**src/core/cisc_pkg.sv**
```systemverilog
// package: constants and types for the interrupt entry and stacking unit
package cisc_pkg;
    localparam int CISC_CCW_W = 16;                  // condition code word width
    localparam int CISC_LVL_W = 3;                   // priority level width
    localparam int CISC_FRAME_BYTES = 10;            // bytes pushed on entry
    localparam int CISC_IDX_W = 4;                   // frame byte index width
    // condition code word bit positions
    localparam int CISC_BIT_C = 0;
    localparam int CISC_BIT_V = 1;
    localparam int CISC_BIT_Z = 2;
    localparam int CISC_BIT_N = 3;
    localparam int CISC_BIT_I = 4;                   // global interrupt mask
    localparam int CISC_BIT_H = 5;
    localparam int CISC_BIT_X = 6;
    localparam int CISC_BIT_S = 7;
    localparam int CISC_LVL_LSB = 8;                 // prior_priority_level [10:8]
    localparam int CISC_BIT_U = 15;                  // user state flag
    // value after reset: stop, xirq mask and interrupt mask set, level 0
    localparam logic [15:0] CISC_CCW_RESET = 16'h00D0;
    // level code that turns a source off
    localparam logic [2:0] CISC_LVL_OFF = 3'h0;
    // frame layout, byte offsets above the final stack pointer
    localparam logic [3:0] CISC_OFS_CCW_LO = 4'h0;
    localparam logic [3:0] CISC_OFS_CCW_HI = 4'h1;
    localparam logic [3:0] CISC_OFS_B = 4'h2;
    localparam logic [3:0] CISC_OFS_A = 4'h3;
    localparam logic [3:0] CISC_OFS_X_HI = 4'h4;
    localparam logic [3:0] CISC_OFS_X_LO = 4'h5;
    localparam logic [3:0] CISC_OFS_Y_HI = 4'h6;
    localparam logic [3:0] CISC_OFS_Y_LO = 4'h7;
    localparam logic [3:0] CISC_OFS_PC_HI = 4'h8;
    localparam logic [3:0] CISC_OFS_PC_LO = 4'h9;
    localparam logic [3:0] CISC_IDX_LAST = 4'h9;
    localparam logic [15:0] CISC_FRAME_SIZE = 16'h000A;
    // sequencer states
    typedef enum logic [1:0] {
        CISC_IDLE = 2'b00,
        CISC_PUSH = 2'b01,
        CISC_POP  = 2'b10
    } cisc_state_e;
endpackage

```
**src/core/cisc_arb_if.sv**
```systemverilog
// interface: winner of the priority arbitration passed to the core
interface cisc_arb_if #(parameter int SRC_N = 16, parameter int ID_W = 4);
    logic cpu_valid;              // an eligible request for the main cpu exists
    logic [ID_W-1:0] cpu_id;      // its source number
    logic [2:0] cpu_level;        // its level
    logic copro_valid;            // an eligible request for the coprocessor exists
    logic [ID_W-1:0] copro_id;    // its source number
    modport arb (output cpu_valid, cpu_id, cpu_level, copro_valid, copro_id);
    modport core (input cpu_valid, cpu_id, cpu_level, copro_valid, copro_id);
endinterface

```
**src/core/cisc_arbiter.sv**
```systemverilog
// module: picks the highest level request for each destination
module cisc_arbiter
    import cisc_pkg::*;
#(
    parameter int SRC_N = 16,
    parameter int ID_W = 4
) (
    input wire logic [SRC_N-1:0] src_req,
    input wire logic [SRC_N*3-1:0] src_level,
    input wire logic [SRC_N-1:0] src_to_copro,
    cisc_arb_if.arb win
);
    // linear scan; higher level wins, lower source number breaks ties
    always_comb begin
        logic [2:0] best_cpu;
        logic [2:0] best_cop;
        logic [2:0] lv;
        best_cpu = CISC_LVL_OFF;
        best_cop = CISC_LVL_OFF;
        lv = CISC_LVL_OFF;
        win.cpu_valid = 1'b0;
        win.cpu_id = '0;
        win.cpu_level = CISC_LVL_OFF;
        win.copro_valid = 1'b0;
        win.copro_id = '0;
        for (int i = 0; i < SRC_N; i++) begin
            lv = src_level[i*3 +: 3];
            // level code zero disables the source; levels may change any time, see RULE_08
            if (src_req[i] && lv != CISC_LVL_OFF) begin
                if (src_to_copro[i]) begin // steered away from the cpu, see RULE_07
                    if (lv > best_cop) begin
                        best_cop = lv;
                        win.copro_valid = 1'b1;
                        win.copro_id = ID_W'(i);
                    end
                end else if (lv > best_cpu) begin
                    best_cpu = lv;
                    win.cpu_valid = 1'b1;
                    win.cpu_id = ID_W'(i);
                    win.cpu_level = lv;
                end
            end
        end
    end
endmodule // cisc_arbiter

```
**src/core/cisc_core.sv**
```systemverilog
// module: interrupt entry, ten byte stacking and the 16-bit condition code word
// Operation
// RULE_01: condition code word is sixteen bits wide
// RULE_02: three-bit prior level field in upper byte
// RULE_03: entry loads level field with serviced level
// RULE_04: user flag set blocks privileged opcodes
// RULE_05: entry pushes a ten byte frame
// RULE_06: software offsets stack accesses one extra byte
// RULE_07: sources can be steered to the coprocessor
// RULE_08: seven levels per source, eighth disables
// RULE_09: accept only enabled, unmasked, higher level requests
// RULE_10: entry sets the global interrupt mask
// RULE_11: return restores full two-byte word from stack
module cisc_core
    import cisc_pkg::*;
#(
    parameter int SRC_N = 16,     // number of interrupt sources
    parameter int ID_W = 4        // width of a source number
) (
    input wire logic clk,
    input wire logic reset,
    // interrupt sources and their configuration
    input wire logic [SRC_N-1:0] src_req,
    input wire logic [SRC_N*3-1:0] src_level,
    input wire logic [SRC_N-1:0] src_to_copro,
    // coprocessor request handshake
    output logic copro_req,
    output logic [ID_W-1:0] copro_id,
    input wire logic copro_ack,
    // cpu sequencing
    input wire logic at_boundary,
    input wire logic rti_req,
    input wire logic [15:0] sp_in,
    input wire logic [15:0] pc_in,
    input wire logic [15:0] x_in,
    input wire logic [15:0] y_in,
    input wire logic [15:0] d_in,
    input wire logic ccw_wr,
    input wire logic [15:0] ccw_wdata,
    input wire logic priv_op,
    output logic priv_fault,
    output logic [15:0] condition_code_word,
    output logic busy,
    output logic entry_done,
    output logic [ID_W-1:0] entry_id,
    output logic rti_done,
    output logic [15:0] sp_out,
    output logic [15:0] rest_pc,
    output logic [15:0] rest_x,
    output logic [15:0] rest_y,
    output logic [15:0] rest_d,
    // stack memory byte port
    output logic mem_req,
    output logic mem_we,
    output logic [15:0] mem_addr,
    output logic [7:0] mem_wdata,
    input wire logic mem_ready,
    input wire logic [7:0] mem_rdata
);
    cisc_arb_if #(.SRC_N(SRC_N), .ID_W(ID_W)) win (); // arbitration result

    // priority pick over all sources
    cisc_arbiter #(.SRC_N(SRC_N), .ID_W(ID_W)) u_arb (
        .src_req(src_req),
        .src_level(src_level),
        .src_to_copro(src_to_copro),
        .win(win)
    );

    cisc_state_e state;                    // sequencer state
    cisc_state_e next_state;
    logic [15:0] ccw;                      // the condition code word, see RULE_01
    logic [15:0] next_ccw;
    logic [3:0] idx;                       // frame byte being moved
    logic [3:0] next_idx;
    logic [15:0] base;                     // lowest frame address
    logic [15:0] next_base;
    logic [7:0] frame [CISC_FRAME_BYTES];  // staged frame bytes
    logic [7:0] next_frame [CISC_FRAME_BYTES];
    logic [2:0] pend_lvl;                  // level being entered
    logic [2:0] next_pend_lvl;
    logic [ID_W-1:0] pend_id;              // source being entered
    logic [ID_W-1:0] next_pend_id;
    logic entry_q;                         // entry finished pulse
    logic next_entry_q;
    logic rti_q;                           // return finished pulse
    logic next_rti_q;
    logic [ID_W-1:0] entry_id_q;
    logic [ID_W-1:0] next_entry_id_q;
    logic cop_q;                           // coprocessor request held
    logic next_cop_q;
    logic [ID_W-1:0] cop_id_q;
    logic [ID_W-1:0] next_cop_id_q;
    logic take;                            // accept an interrupt now
    logic [15:0] ccw_merged;               // software write filtered by state

    // acceptance: enabled request, mask clear, level above the working level
    assign take = at_boundary && win.cpu_valid && !ccw[CISC_BIT_I]
                  && (win.cpu_level > ccw[CISC_LVL_LSB +: 3]); // see RULE_09

    // in user state the mask, level and user flag cannot be written
    always_comb begin
        ccw_merged = ccw_wdata;
        if (ccw[CISC_BIT_U]) begin // see RULE_04
            ccw_merged[CISC_BIT_I] = ccw[CISC_BIT_I];
            ccw_merged[CISC_LVL_LSB +: 3] = ccw[CISC_LVL_LSB +: 3];
            ccw_merged[CISC_BIT_U] = ccw[CISC_BIT_U];
            ccw_merged[14:11] = ccw[14:11];
        end
    end

    // privileged opcodes are refused while the user flag is set
    assign priv_fault = priv_op && ccw[CISC_BIT_U]; // see RULE_04

    // sequencer next state: idle, push ten bytes, or pop ten bytes
    always_comb begin
        next_state = state;
        next_ccw = ccw;
        next_idx = idx;
        next_base = base;
        next_frame = frame;
        next_pend_lvl = pend_lvl;
        next_pend_id = pend_id;
        next_entry_q = 1'b0;
        next_rti_q = 1'b0;
        next_entry_id_q = entry_id_q;
        case (state)
            CISC_IDLE: begin
                if (take) begin
                    // capture context; the stacked word holds the level before entry
                    next_frame[CISC_OFS_CCW_LO] = ccw[7:0];
                    next_frame[CISC_OFS_CCW_HI] = ccw[15:8]; // see RULE_02
                    next_frame[CISC_OFS_B] = d_in[7:0];
                    next_frame[CISC_OFS_A] = d_in[15:8];
                    next_frame[CISC_OFS_X_HI] = x_in[15:8];
                    next_frame[CISC_OFS_X_LO] = x_in[7:0];
                    next_frame[CISC_OFS_Y_HI] = y_in[15:8];
                    next_frame[CISC_OFS_Y_LO] = y_in[7:0];
                    next_frame[CISC_OFS_PC_HI] = pc_in[15:8];
                    next_frame[CISC_OFS_PC_LO] = pc_in[7:0];
                    next_base = sp_in - CISC_FRAME_SIZE; // ten byte frame, see RULE_05
                    next_idx = CISC_IDX_LAST;
                    next_pend_lvl = win.cpu_level;
                    next_pend_id = win.cpu_id;
                    next_state = CISC_PUSH;
                end else if (rti_req) begin
                    next_base = sp_in;
                    next_idx = 4'h0;
                    next_state = CISC_POP;
                end else if (ccw_wr) begin
                    next_ccw = ccw_merged;
                end
            end
            CISC_PUSH: begin
                // highest address first, so the word lands at the stack top
                if (mem_ready) begin
                    if (idx == 4'h0) begin
                        next_ccw[CISC_BIT_I] = 1'b1;                 // see RULE_10
                        next_ccw[CISC_LVL_LSB +: 3] = pend_lvl;      // see RULE_03
                        next_ccw[CISC_BIT_U] = 1'b0;                 // handler runs privileged
                        next_entry_q = 1'b1;
                        next_entry_id_q = pend_id;
                        next_state = CISC_IDLE;
                    end else begin
                        next_idx = idx - 4'h1;
                    end
                end
            end
            CISC_POP: begin
                // lowest address first; the word is the first two bytes read
                if (mem_ready) begin
                    next_frame[idx] = mem_rdata;
                    if (idx == CISC_IDX_LAST) begin
                        // whole two-byte word comes back, level and user flag included
                        next_ccw = {frame[CISC_OFS_CCW_HI], frame[CISC_OFS_CCW_LO]}; // see RULE_11
                        next_rti_q = 1'b1;
                        next_state = CISC_IDLE;
                    end else begin
                        next_idx = idx + 4'h1;
                    end
                end
            end
            default: next_state = CISC_IDLE;
        endcase
    end

    // sequencer registers
    always_ff @(posedge clk) begin
        if (reset) begin
            state <= CISC_IDLE;
            ccw <= CISC_CCW_RESET;
            idx <= 4'h0;
            base <= 16'h0000;
            for (int i = 0; i < CISC_FRAME_BYTES; i++) begin
                frame[i] <= 8'h00;
            end
            pend_lvl <= CISC_LVL_OFF;
            pend_id <= '0;
            entry_q <= 1'b0;
            rti_q <= 1'b0;
            entry_id_q <= '0;
        end else begin
            state <= next_state;
            ccw <= next_ccw;
            idx <= next_idx;
            base <= next_base;
            frame <= next_frame;
            pend_lvl <= next_pend_lvl;
            pend_id <= next_pend_id;
            entry_q <= next_entry_q;
            rti_q <= next_rti_q;
            entry_id_q <= next_entry_id_q;
        end
    end

    // coprocessor request: held until acknowledged so the id stays stable
    always_comb begin
        next_cop_q = cop_q;
        next_cop_id_q = cop_id_q;
        if (cop_q) begin
            if (copro_ack) begin
                next_cop_q = 1'b0;
            end
        end else if (win.copro_valid) begin // see RULE_07
            next_cop_q = 1'b1;
            next_cop_id_q = win.copro_id;
        end
    end

    // coprocessor request registers
    always_ff @(posedge clk) begin
        if (reset) begin
            cop_q <= 1'b0;
            cop_id_q <= '0;
        end else begin
            cop_q <= next_cop_q;
            cop_id_q <= next_cop_id_q;
        end
    end

    // memory port: one byte per accepted cycle
    assign mem_req = (state != CISC_IDLE);
    assign mem_we = (state == CISC_PUSH);
    assign mem_addr = base + {12'h000, idx};
    assign mem_wdata = frame[idx];

    // outputs; sp_out is the frame base after entry, base plus ten in the rti_done cycle only
    assign condition_code_word = ccw;
    assign busy = (state != CISC_IDLE);
    assign entry_done = entry_q;
    assign entry_id = entry_id_q;
    assign rti_done = rti_q;
    assign sp_out = rti_q ? (base + CISC_FRAME_SIZE) : base;
    assign rest_pc = {frame[CISC_OFS_PC_HI], frame[CISC_OFS_PC_LO]};
    assign rest_x = {frame[CISC_OFS_X_HI], frame[CISC_OFS_X_LO]};
    assign rest_y = {frame[CISC_OFS_Y_HI], frame[CISC_OFS_Y_LO]};
    assign rest_d = {frame[CISC_OFS_A], frame[CISC_OFS_B]};
    assign copro_req = cop_q;
    assign copro_id = cop_id_q;
endmodule // cisc_core

```
**config.mk**
```make
export PLATFORM = sky130hd
export DESIGN_NAME = cisc_core
export DESIGN_NICKNAME = d
export VERILOG_FILES = /design/src/core/cisc_pkg.sv /design/src/core/cisc_arb_if.sv /design/src/core/cisc_arbiter.sv /design/src/core/cisc_core.sv
export SDC_FILE = /design/constraint.sdc
export NUM_CORES = 1
export LEC_CHECK = 0
export ABC_AREA = 1
export BUFFER_PORTS_ARGS = -buffer_cell sky130_fd_sc_hd__buf_2
export CORE_UTILIZATION = 44
export DETAILED_ROUTE_END_ITERATION = 8
export PLACE_DENSITY_LB_ADDON = 0.25
export SKIP_CTS_REPAIR_TIMING = 1
export SYNTH_ARGS = -nofsm -noshare
export SYNTH_HDL_FRONTEND = slang
export SYNTH_SLANG_ARGS = --single-unit
```
**constraint.sdc**
```tcl
create_clock -name clk -period 45.7 [get_ports clk]
set_input_delay 4.57 -clock clk [delete_from_list [all_inputs] [get_ports clk]]
set_output_delay 4.57 -clock clk [all_outputs]
set_load 0.005 [all_outputs]
```
==> results.cfg, run 1 <==
[power]
power.density_mw_per_mm2 = 61.2
power_leakage_nw = 7.48
power_uw = 876
ir_drop_v = 0.0000393

[routing]
drt-initial-drc-count = 1163
wirelength_um = 39300
via_count = 13300
drc = 0
drtAntennaViolNets = 0
avgRoutedWirePerCell_um = 15.8
firstDrtPassIters = 7
vias_per_cell = 5.35

[clock_tree]
path_clk_slew_ns = 0.06
cts_tree = done
cts_sinks = 136
cts_max_path_buffers = 2
clk_latency_ns = 0.43
cts_made_buffers = 17
htree_levels = 4
root_buffer = clkbuf_16

[critical_path]
required_ns = 46.01
critPathMaxStageDelay_ns = 0.63
critical_path_class = primary input to flip-flop
startpoint_type = primary input
crit_arrival_ns = 26.35
worst_path_max_delay_cell = nor2_1
crit_top_cell = nand2_1
worstPathMaxFanout = 21
reg2reg_depth = 13
cp-end-kind = flip-flop

[finish]
regArea_mm2 = 0.00272
area_growth_pct = 16.0
nets = 2404
final_cell_mix = nand2_1 (412), buf_2 (326), inv_1 (283)
drive_above_1_share_pct = 20.2
fillers = 2816
multiInputGateArea_mm2 = 0.00772
final_util_pct = 52.5
fin_area_mm2 = 0.0143
layout.cells.non_filler = 2494
final_common_cell = nand2_1

[synthesis]
synthCells = 1875
synth_seq_area_share_pct = 22.1
syn_area_mm2 = 0.0123
ys_top_cells_by_area = dfxtp_1 (22%), nand2_1 (13%), ha_1 (11%)
synth_seq_cells = 136
syn_nets = 2174
syn_avg_cell_area_um2 = 6.58
ys_warn_count = 0
synth_largest_area_cell = dfxtp_1
synth.distinct_cells = 47
synth_top_area_share_pct = 22.1
synth_edf_count = 0
synth-async-reset-ratio_pct = 0
synth_ff_type = dfxtp_1

[floorplan]
num_rows = 60
io_pins = 327
dieWidth_um = 169
start_util_pct = 45.3
die_y_um = 169
core-area_mm2 = 0.0273
die-area_mm2 = 0.0287

[global_route]
grt_pass1_wl_um = 61400
antenna_found_initial = 6
grtUsageTotal_pct = 26.8
first_global_vias = 12100
grt_start_max_net_pins = 80
grt.overflow.total = 0

[timing]
worst_slack_ns = 19.66
maxSlewHeadroom_pct = 21.3
rsz0062_at_grt = false
timing_max_transition_violations_final = 0
fmax_ghz = 0.0384
hold_viol = 0
finalSetupViolCount = 0
hold_slack_ns = 0.468
tightest_slew_ns = 1.18
finalCritPeriodShare_pct = 57.0
fin_setup_tns_ns = 0
finalClockSkew_ns = 0.0109
period_minus_slack_ns = 26.04

[place]
place_area_mm2 = 0.0137
place.gp.congestion = 0.930
placed_cells = 2458
post-place-ws_ns = 19.37
dp_hpwl_um = 31100
io_buffers = 326

[min_path]
min_path_cells = 2
hold_class = flip-flop to flip-flop

[outcome]
outcome = completed

[run]
drv_cap = 0
synth_stat cells, types with 8 or more instances:
cell type  instances
a211oi_1          45
ha_1             105
buf_6              8
nor2_1           172
or2_2             16
nand2_1          412
xor2_1            33
buf_4             67
nand3_1          121
a22oi_1            8
o21ai_4            8
o21ai_0           94
clkinv_1           8
a21oi_1           75
clkbuf_1          39
inv_1            285
o31ai_1           14
a31oi_1           28
dfxtp_1          136
a221oi_1          57
a211oi_2          20
nor3_1            25
o22ai_1           37
power by group:
part / leakage [nW] / internal (mW) / switching, mW
Sequential: 1.12 / 0.166 / 0.0355
Clock: 0.286 / 0.0865 / 0.0562
Combinational: 6.08 / 0.193 / 0.338
Total: 7.48 / 0.446 / 0.430
flip-flops by register name, indices dropped and copies added, names as in the netlist:
| signal | cells |
|---|---|
| base | 16 |
| condition_code_word | 16 |
| frame | 16 |
| rest_d | 16 |
| rest_pc | 16 |
| rest_x | 16 |
| rest_y | 16 |
| copro_id | 4 |
| entry_id | 4 |
| idx | 4 |
| pend_id | 4 |
| pend_lvl | 3 |
| state | 2 |
| copro_req | 1 |
| entry_done | 1 |
| rti_done | 1 |
cell type report:
type                            count  share of cell area (%)
Antenna cell                        4                  0.0699
Multi-Input combinational cell   1320                    54.0
Sequential cell                   136                    19.0
Clock inverter                     13                    1.18
Clock buffer                       19                    3.02
Timing Repair Buffer              330                    11.6
Inverter                          300                    7.89
Tap cell                          372                    3.25
path summary, 6_finish.rpt:
path / from / end / slack [ns]
max: src_level[0] / base[2] / 19.66
min: pend_id[2] / pend_id[2] / 0.47
min reg2reg: pend_id[2] / pend_id[2] / 0.47
max reg2reg: condition_code_word[10] / base[2] / 42.05
cells by family (layout without fill, tap and decap cells):
group / after synthesis / in the layout / synth area share, %
and+or+nand+nor: 772 / 772 / 26.4
buffers and inverters: 419 / 662 / 15.3
AOI/OAI and AO/OA: 403 / 403 / 22.6
DFF: 136 / 136 / 22.1
adders and majority gates: 107 / 107 / 11.0
xor gates and xnor gates: 38 / 38 / 2.70
other: 0 / 4 / 0
critical path: cells and delay by family:
family                   cells  cell delay [ns]
AND/OR/NAND/NOR             89            10.71
AO/OA/AOI/OAI               24             4.28
adder cells (fa/ha/maj)     16             3.91
buffers and inverters       30             2.83
metal layers:
| layer | routed length, µm | part of all wire (%) | global-route usage [%] |
|---|---|---|---|
| met5 | 34 | 0.086 | 0 |
| met4 | 985 | 2.5 | 8.77 |
| met3 | 3290 | 8.4 | 5.34 |
| met2 | 17800 | 45 | 43.7 |
| met1 | 17300 | 44 | 35.4 |
No activity file was read; power rests on OpenSTA's default activity.
==> run 2, diff against run 1 <==
==> constraint.sdc (replaced) <==
create_clock -name clk -period 26.9 [get_ports clk]
set_input_delay 2.69 -clock clk [delete_from_list [all_inputs] [get_ports clk]]
set_output_delay 2.69 -clock clk [all_outputs]
set_load 0.005 [all_outputs]
==> results.cfg, run 2 (synthesis gave the netlist of run 1 again) <==
[power]
power.density_mw_per_mm2 = 103
ir_drop_v = 0.0000746
power_leakage_nw = 7.46

[global_route]
first_global_vias = 12200
grt.overflow.total = 0
grtUsageTotal_pct = 27.1
grt_start_max_net_pins = 80
antenna_found_initial = 5
grt_pass1_wl_um = 62200

[timing]
finalClockSkew_ns = 0.0128
maxSlewHeadroom_pct = 24.4
fin_setup_tns_ns = 0
fmax_ghz = 0.0417
period_minus_slack_ns = 23.96
tightest_slew_ns = 1.13
finalCritPeriodShare_pct = 89.1
timing_max_transition_violations_final = 0
hold_viol = 0
finalSetupViolCount = 0
rsz0062_at_grt = false

[floorplan]
die_y_um = 169
die-area_mm2 = 0.0287
core-area_mm2 = 0.0273
num_rows = 60
start_util_pct = 45.3
io_pins = 327
dieWidth_um = 169

[critical_path]
crit_top_cell = nand2_1
cp-end-kind = flip-flop
path_delay_family = simple AND/OR/NAND/NOR gates
worst_path_max_delay_cell = nand2_1
crit_cells = 159
path_buf_inv = 31
timing.rr.end = base[2]
critPathMaxStageDelay_ns = 0.50
reg2reg_depth = 13
crit_arrival_ns = 24.28
worstPathMaxFanout = 21
r2r_start = condition_code_word[10]
startpoint_type = primary input
r2r_slack_ns = 23.57
critical_path_class = primary input to flip-flop
required_ns = 27.21

[finish]
nets = 2404
layout.cells.non_filler = 2492
final_cell_mix = nand2_1 (412), buf_2 (326), inv_1 (283)
fillers = 2866
final_common_cell = nand2_1
fin_area_mm2 = 0.0143
area_growth_pct = 15.8
drive_above_1_share_pct = 20.3

[run]
drv_cap = 0

[place]
place_area_mm2 = 0.0137
place.gp.congestion = 0.930
placed_cells = 2458
dp_hpwl_um = 31100
io_buffers = 326

[clock_tree]
cts_tree = done
cts_made_buffers = 17
cts_max_path_buffers = 2
htree_levels = 4
clk_latency_ns = 0.43
root_buffer = clkbuf_16
path_clk_slew_ns = 0.06
cts_sinks = 136

[routing]
vias_per_cell = 5.38
drt-initial-drc-count = 1269
avgRoutedWirePerCell_um = 15.8
via_count = 13400
drtAntennaViolNets = 0
wirelength_um = 39300
drc = 0
firstDrtPassIters = 6

[min_path]
min_to = entry_id[3]
min_path_cells = 2
hp-start = entry_id[3]
hold_class = flip-flop to flip-flop

[outcome]
outcome = completed
## run 2: metrics by stage
stage | worst slack, ns | hold WS, ns | power [mW] | utilization (%)
after floorplan | 5.77 | 0.442 | 1.03 | -
after global placement | 3.57 | 0.448 | 1.22 | 50.3
after detailed placement | 2.43 | 0.453 | 1.24 | 50.3
after CTS | 2.84 | 0.465 | 1.47 | 52.4
after global routing | 0.0361 | 0.484 | 1.61 | 52.4
final | 2.94 | 0.469 | 1.47 | 52.4
## run 2: area by class of cell
type | instances | area, µm² | area share [%]
multi-input combinational | 1320 | 7720 | 54.1
sequential | 136 | 2720 | 19.1
timing repair buffer | 330 | 1660 | 11.6
inverter | 300 | 1130 | 7.90
tap | 372 | 465 | 3.26
clock buffer | 18 | 429 | 3.01
clock inverter | 14 | 144 | 1.01
antenna | 2 | 5.00 | 0.0350
## run 2: worst min-delay path: stages, from the launching register on
cell     delay [ns]
dfxtp_1        0.31
nand2_1        0.06
a21oi_1        0.05
## run 2: worst max path at each step
stage	startpoint	endpoint	slack, ns
4_1_cts	src_level[0]	base[2]	2.84
2_1_floorplan	src_level[0]	rest_pc[7]	5.77
3_3_place_gp	src_level[0]	copro_id[0]	3.57
6_report	src_level[2]	base[2]	2.94
3_5_place_dp	src_level[0]	base[2]	2.43
5_1_grt	src_level[0]	base[2]	0.04
## run 2: metal layers
layer / vias to the layer above / track usage [%] / share of wire [%]
met4: 4 / 9.09 / 2.5
met3: 72 / 4.85 / 8.0
met1: 6092 / 36.6 / 44
li1: 6691 / - / -
met5: - / 0 / 0.076
met2: 536 / 43.2 / 45
## run 2: report_power, final
part	switching [mW]	leakage [nW]	total, mW	internal [mW]
logic	0.574	6.07	0.903	0.329
registers	0.0613	1.12	0.344	0.282
clock network	0.0988	0.272	0.228	0.130
==> run 3, diff against run 2 <==
--- a/config.mk
+++ b/config.mk
@@ -7,7 +7,9 @@
 export LEC_CHECK = 0
 export ABC_AREA = 1
 export BUFFER_PORTS_ARGS = -buffer_cell sky130_fd_sc_hd__buf_2
-export CORE_UTILIZATION = 44
+export CELL_PAD_IN_SITES_DETAIL_PLACEMENT = 1
+export CELL_PAD_IN_SITES_GLOBAL_PLACEMENT = 1
+export CORE_UTILIZATION = 38
 export DETAILED_ROUTE_END_ITERATION = 8
 export PLACE_DENSITY_LB_ADDON = 0.25
 export SKIP_CTS_REPAIR_TIMING = 1
==> results.cfg, run 3 (synthesis gave the netlist of run 1 again) <==
[outcome]
outcome = completed

[timing]
maxSlewHeadroom_pct = 41.3
hold_slack_ns = 0.468
hold_viol = 0
finalClockSkew_ns = 0.00746
fmax_ghz = 0.0408
timing_max_transition_violations_final = 0
period_minus_slack_ns = 24.50
tightest_slew_ns = 0.877
finalCritPeriodShare_pct = 91.1
finalSetupViolCount = 0

[finish]
final_common_cell = nand2_1
nets = 2415
layout.cells.non_filler = 2539
fillers = 4356
regArea_mm2 = 0.00272
final_cell_mix = nand2_1 (411), buf_2 (326), inv_1 (282)
multiInputGateArea_mm2 = 0.00776
drive_above_1_share_pct = 21.0
fin_area_mm2 = 0.0145
area_growth_pct = 17.7

[power]
power_leakage_nw = 7.54
power_mw = 1.56
ir_drop_v = 0.0000553
power.density_mw_per_mm2 = 107

[global_route]
antenna_found_initial = 10
first_global_vias = 13700
grt.overflow.total = 0
grt_pass1_wl_um = 71100
grt_start_max_net_pins = 80
grtUsageTotal_pct = 26.8

[floorplan]
start_util_pct = 38.9
num_rows = 65
die_y_um = 182
die-area_mm2 = 0.0332
core-area_mm2 = 0.0317
io_pins = 327
dieWidth_um = 182

[clock_tree]
cts_sinks = 136
clk_latency_ns = 0.43
root_buffer = clkbuf_16
cts_max_path_buffers = 2
htree_levels = 4
cts_tree = done
path_clk_slew_ns = 0.06
cts_made_buffers = 17

[routing]
drt-initial-drc-count = 616
vias_per_cell = 5.39
drtAntennaViolNets = 0
firstDrtPassIters = 5
wirelength_um = 45900
drc = 0
avgRoutedWirePerCell_um = 18.1
via_count = 13700

[critical_path]
startpoint_type = primary input
critical_path_class = primary input to flip-flop
crit_top_cell = nand2_1
crit_arrival_ns = 24.81
cp-end-kind = flip-flop
worst_path_max_delay_cell = or2_2
critPathMaxStageDelay_ns = 0.34
required_ns = 27.21
worstPathMaxFanout = 16

[place]
place.gp.congestion = 0.936
placed_cells = 2489
io_buffers = 326
dp_hpwl_um = 36500
place_area_mm2 = 0.0137

[min_path]
hold_class = flip-flop to flip-flop

[run]
drv_cap = 0
[run 3: cell types whose count changed in the layout (fill, tap and decap cells not counted), sizes merged]
cell,before,now
diode,2,8
clkinv,16,14
clkinvlp,3,4
inv,294,293
clkbuf,18,19
bufinv,1,2
buf,330,341
[run 3: metrics by stage]
step / worst slack, ns / TNS (ns) / util [%]
floorplan: 5.77 / 0 / -
global placement: 1.06 / 0 / 43.3
detailed placement: 0.363 / 0 / 43.3
CTS: 0.783 / 0 / 45.2
global route: -0.0737 / -0.325 / 45.7
finish: 2.40 / 0 / 45.8
[run 3: worst paths after layout]
kind | from | endpoint | slack, ns | cells after the start
hold / removal | entry_id[0] | entry_id[0] | 0.47 | 2
hold reg to reg | entry_id[0] | entry_id[0] | 0.47 | 2
setup / recovery | src_level[2] | rest_d[5] | 2.40 | 161
setup reg to reg | state[0] | idx[2] | 23.57 | 10
[run 3: report_power, final]
group	internal (mW)	switching (mW)	leakage [nW]	total, mW
sequential	0.283	0.0634	1.12	0.346
clock	0.143	0.0999	0.288	0.242
combinational	0.353	0.618	6.14	0.971
[run 3: area by class of cell]
type                            count  share of cell area (%)
Antenna cell                        8                   0.138
Clock buffer                       19                    3.12
Clock inverter                     13                   0.991
Inverter                          300                    7.80
Multi-Input combinational cell   1320                    53.5
Sequential cell                   136                    18.8
Tap cell                          402                    3.46
Timing Repair Buffer              341                    12.3
[run 3: critical path, delay by kind of cell]
family | cells | cell delay (ns)
buf+inv | 31 | 2.73
simple gates | 89 | 9.87
fa+ha+maj | 16 | 4.21
compound gates | 25 | 5.27
[run 3: per-layer routing]
metal  wire length (µm)  vias to the layer above  part of all wire [%]  GRT usage, %
li1                   -                     6709                     -             -
met2              21900                      370                    48          46.3
met1              20200                     6517                    44          33.6
met5                 32                        -                 0.070             0
met4               1200                        4                   2.6          9.08
met3               2510                       74                   5.5          4.73
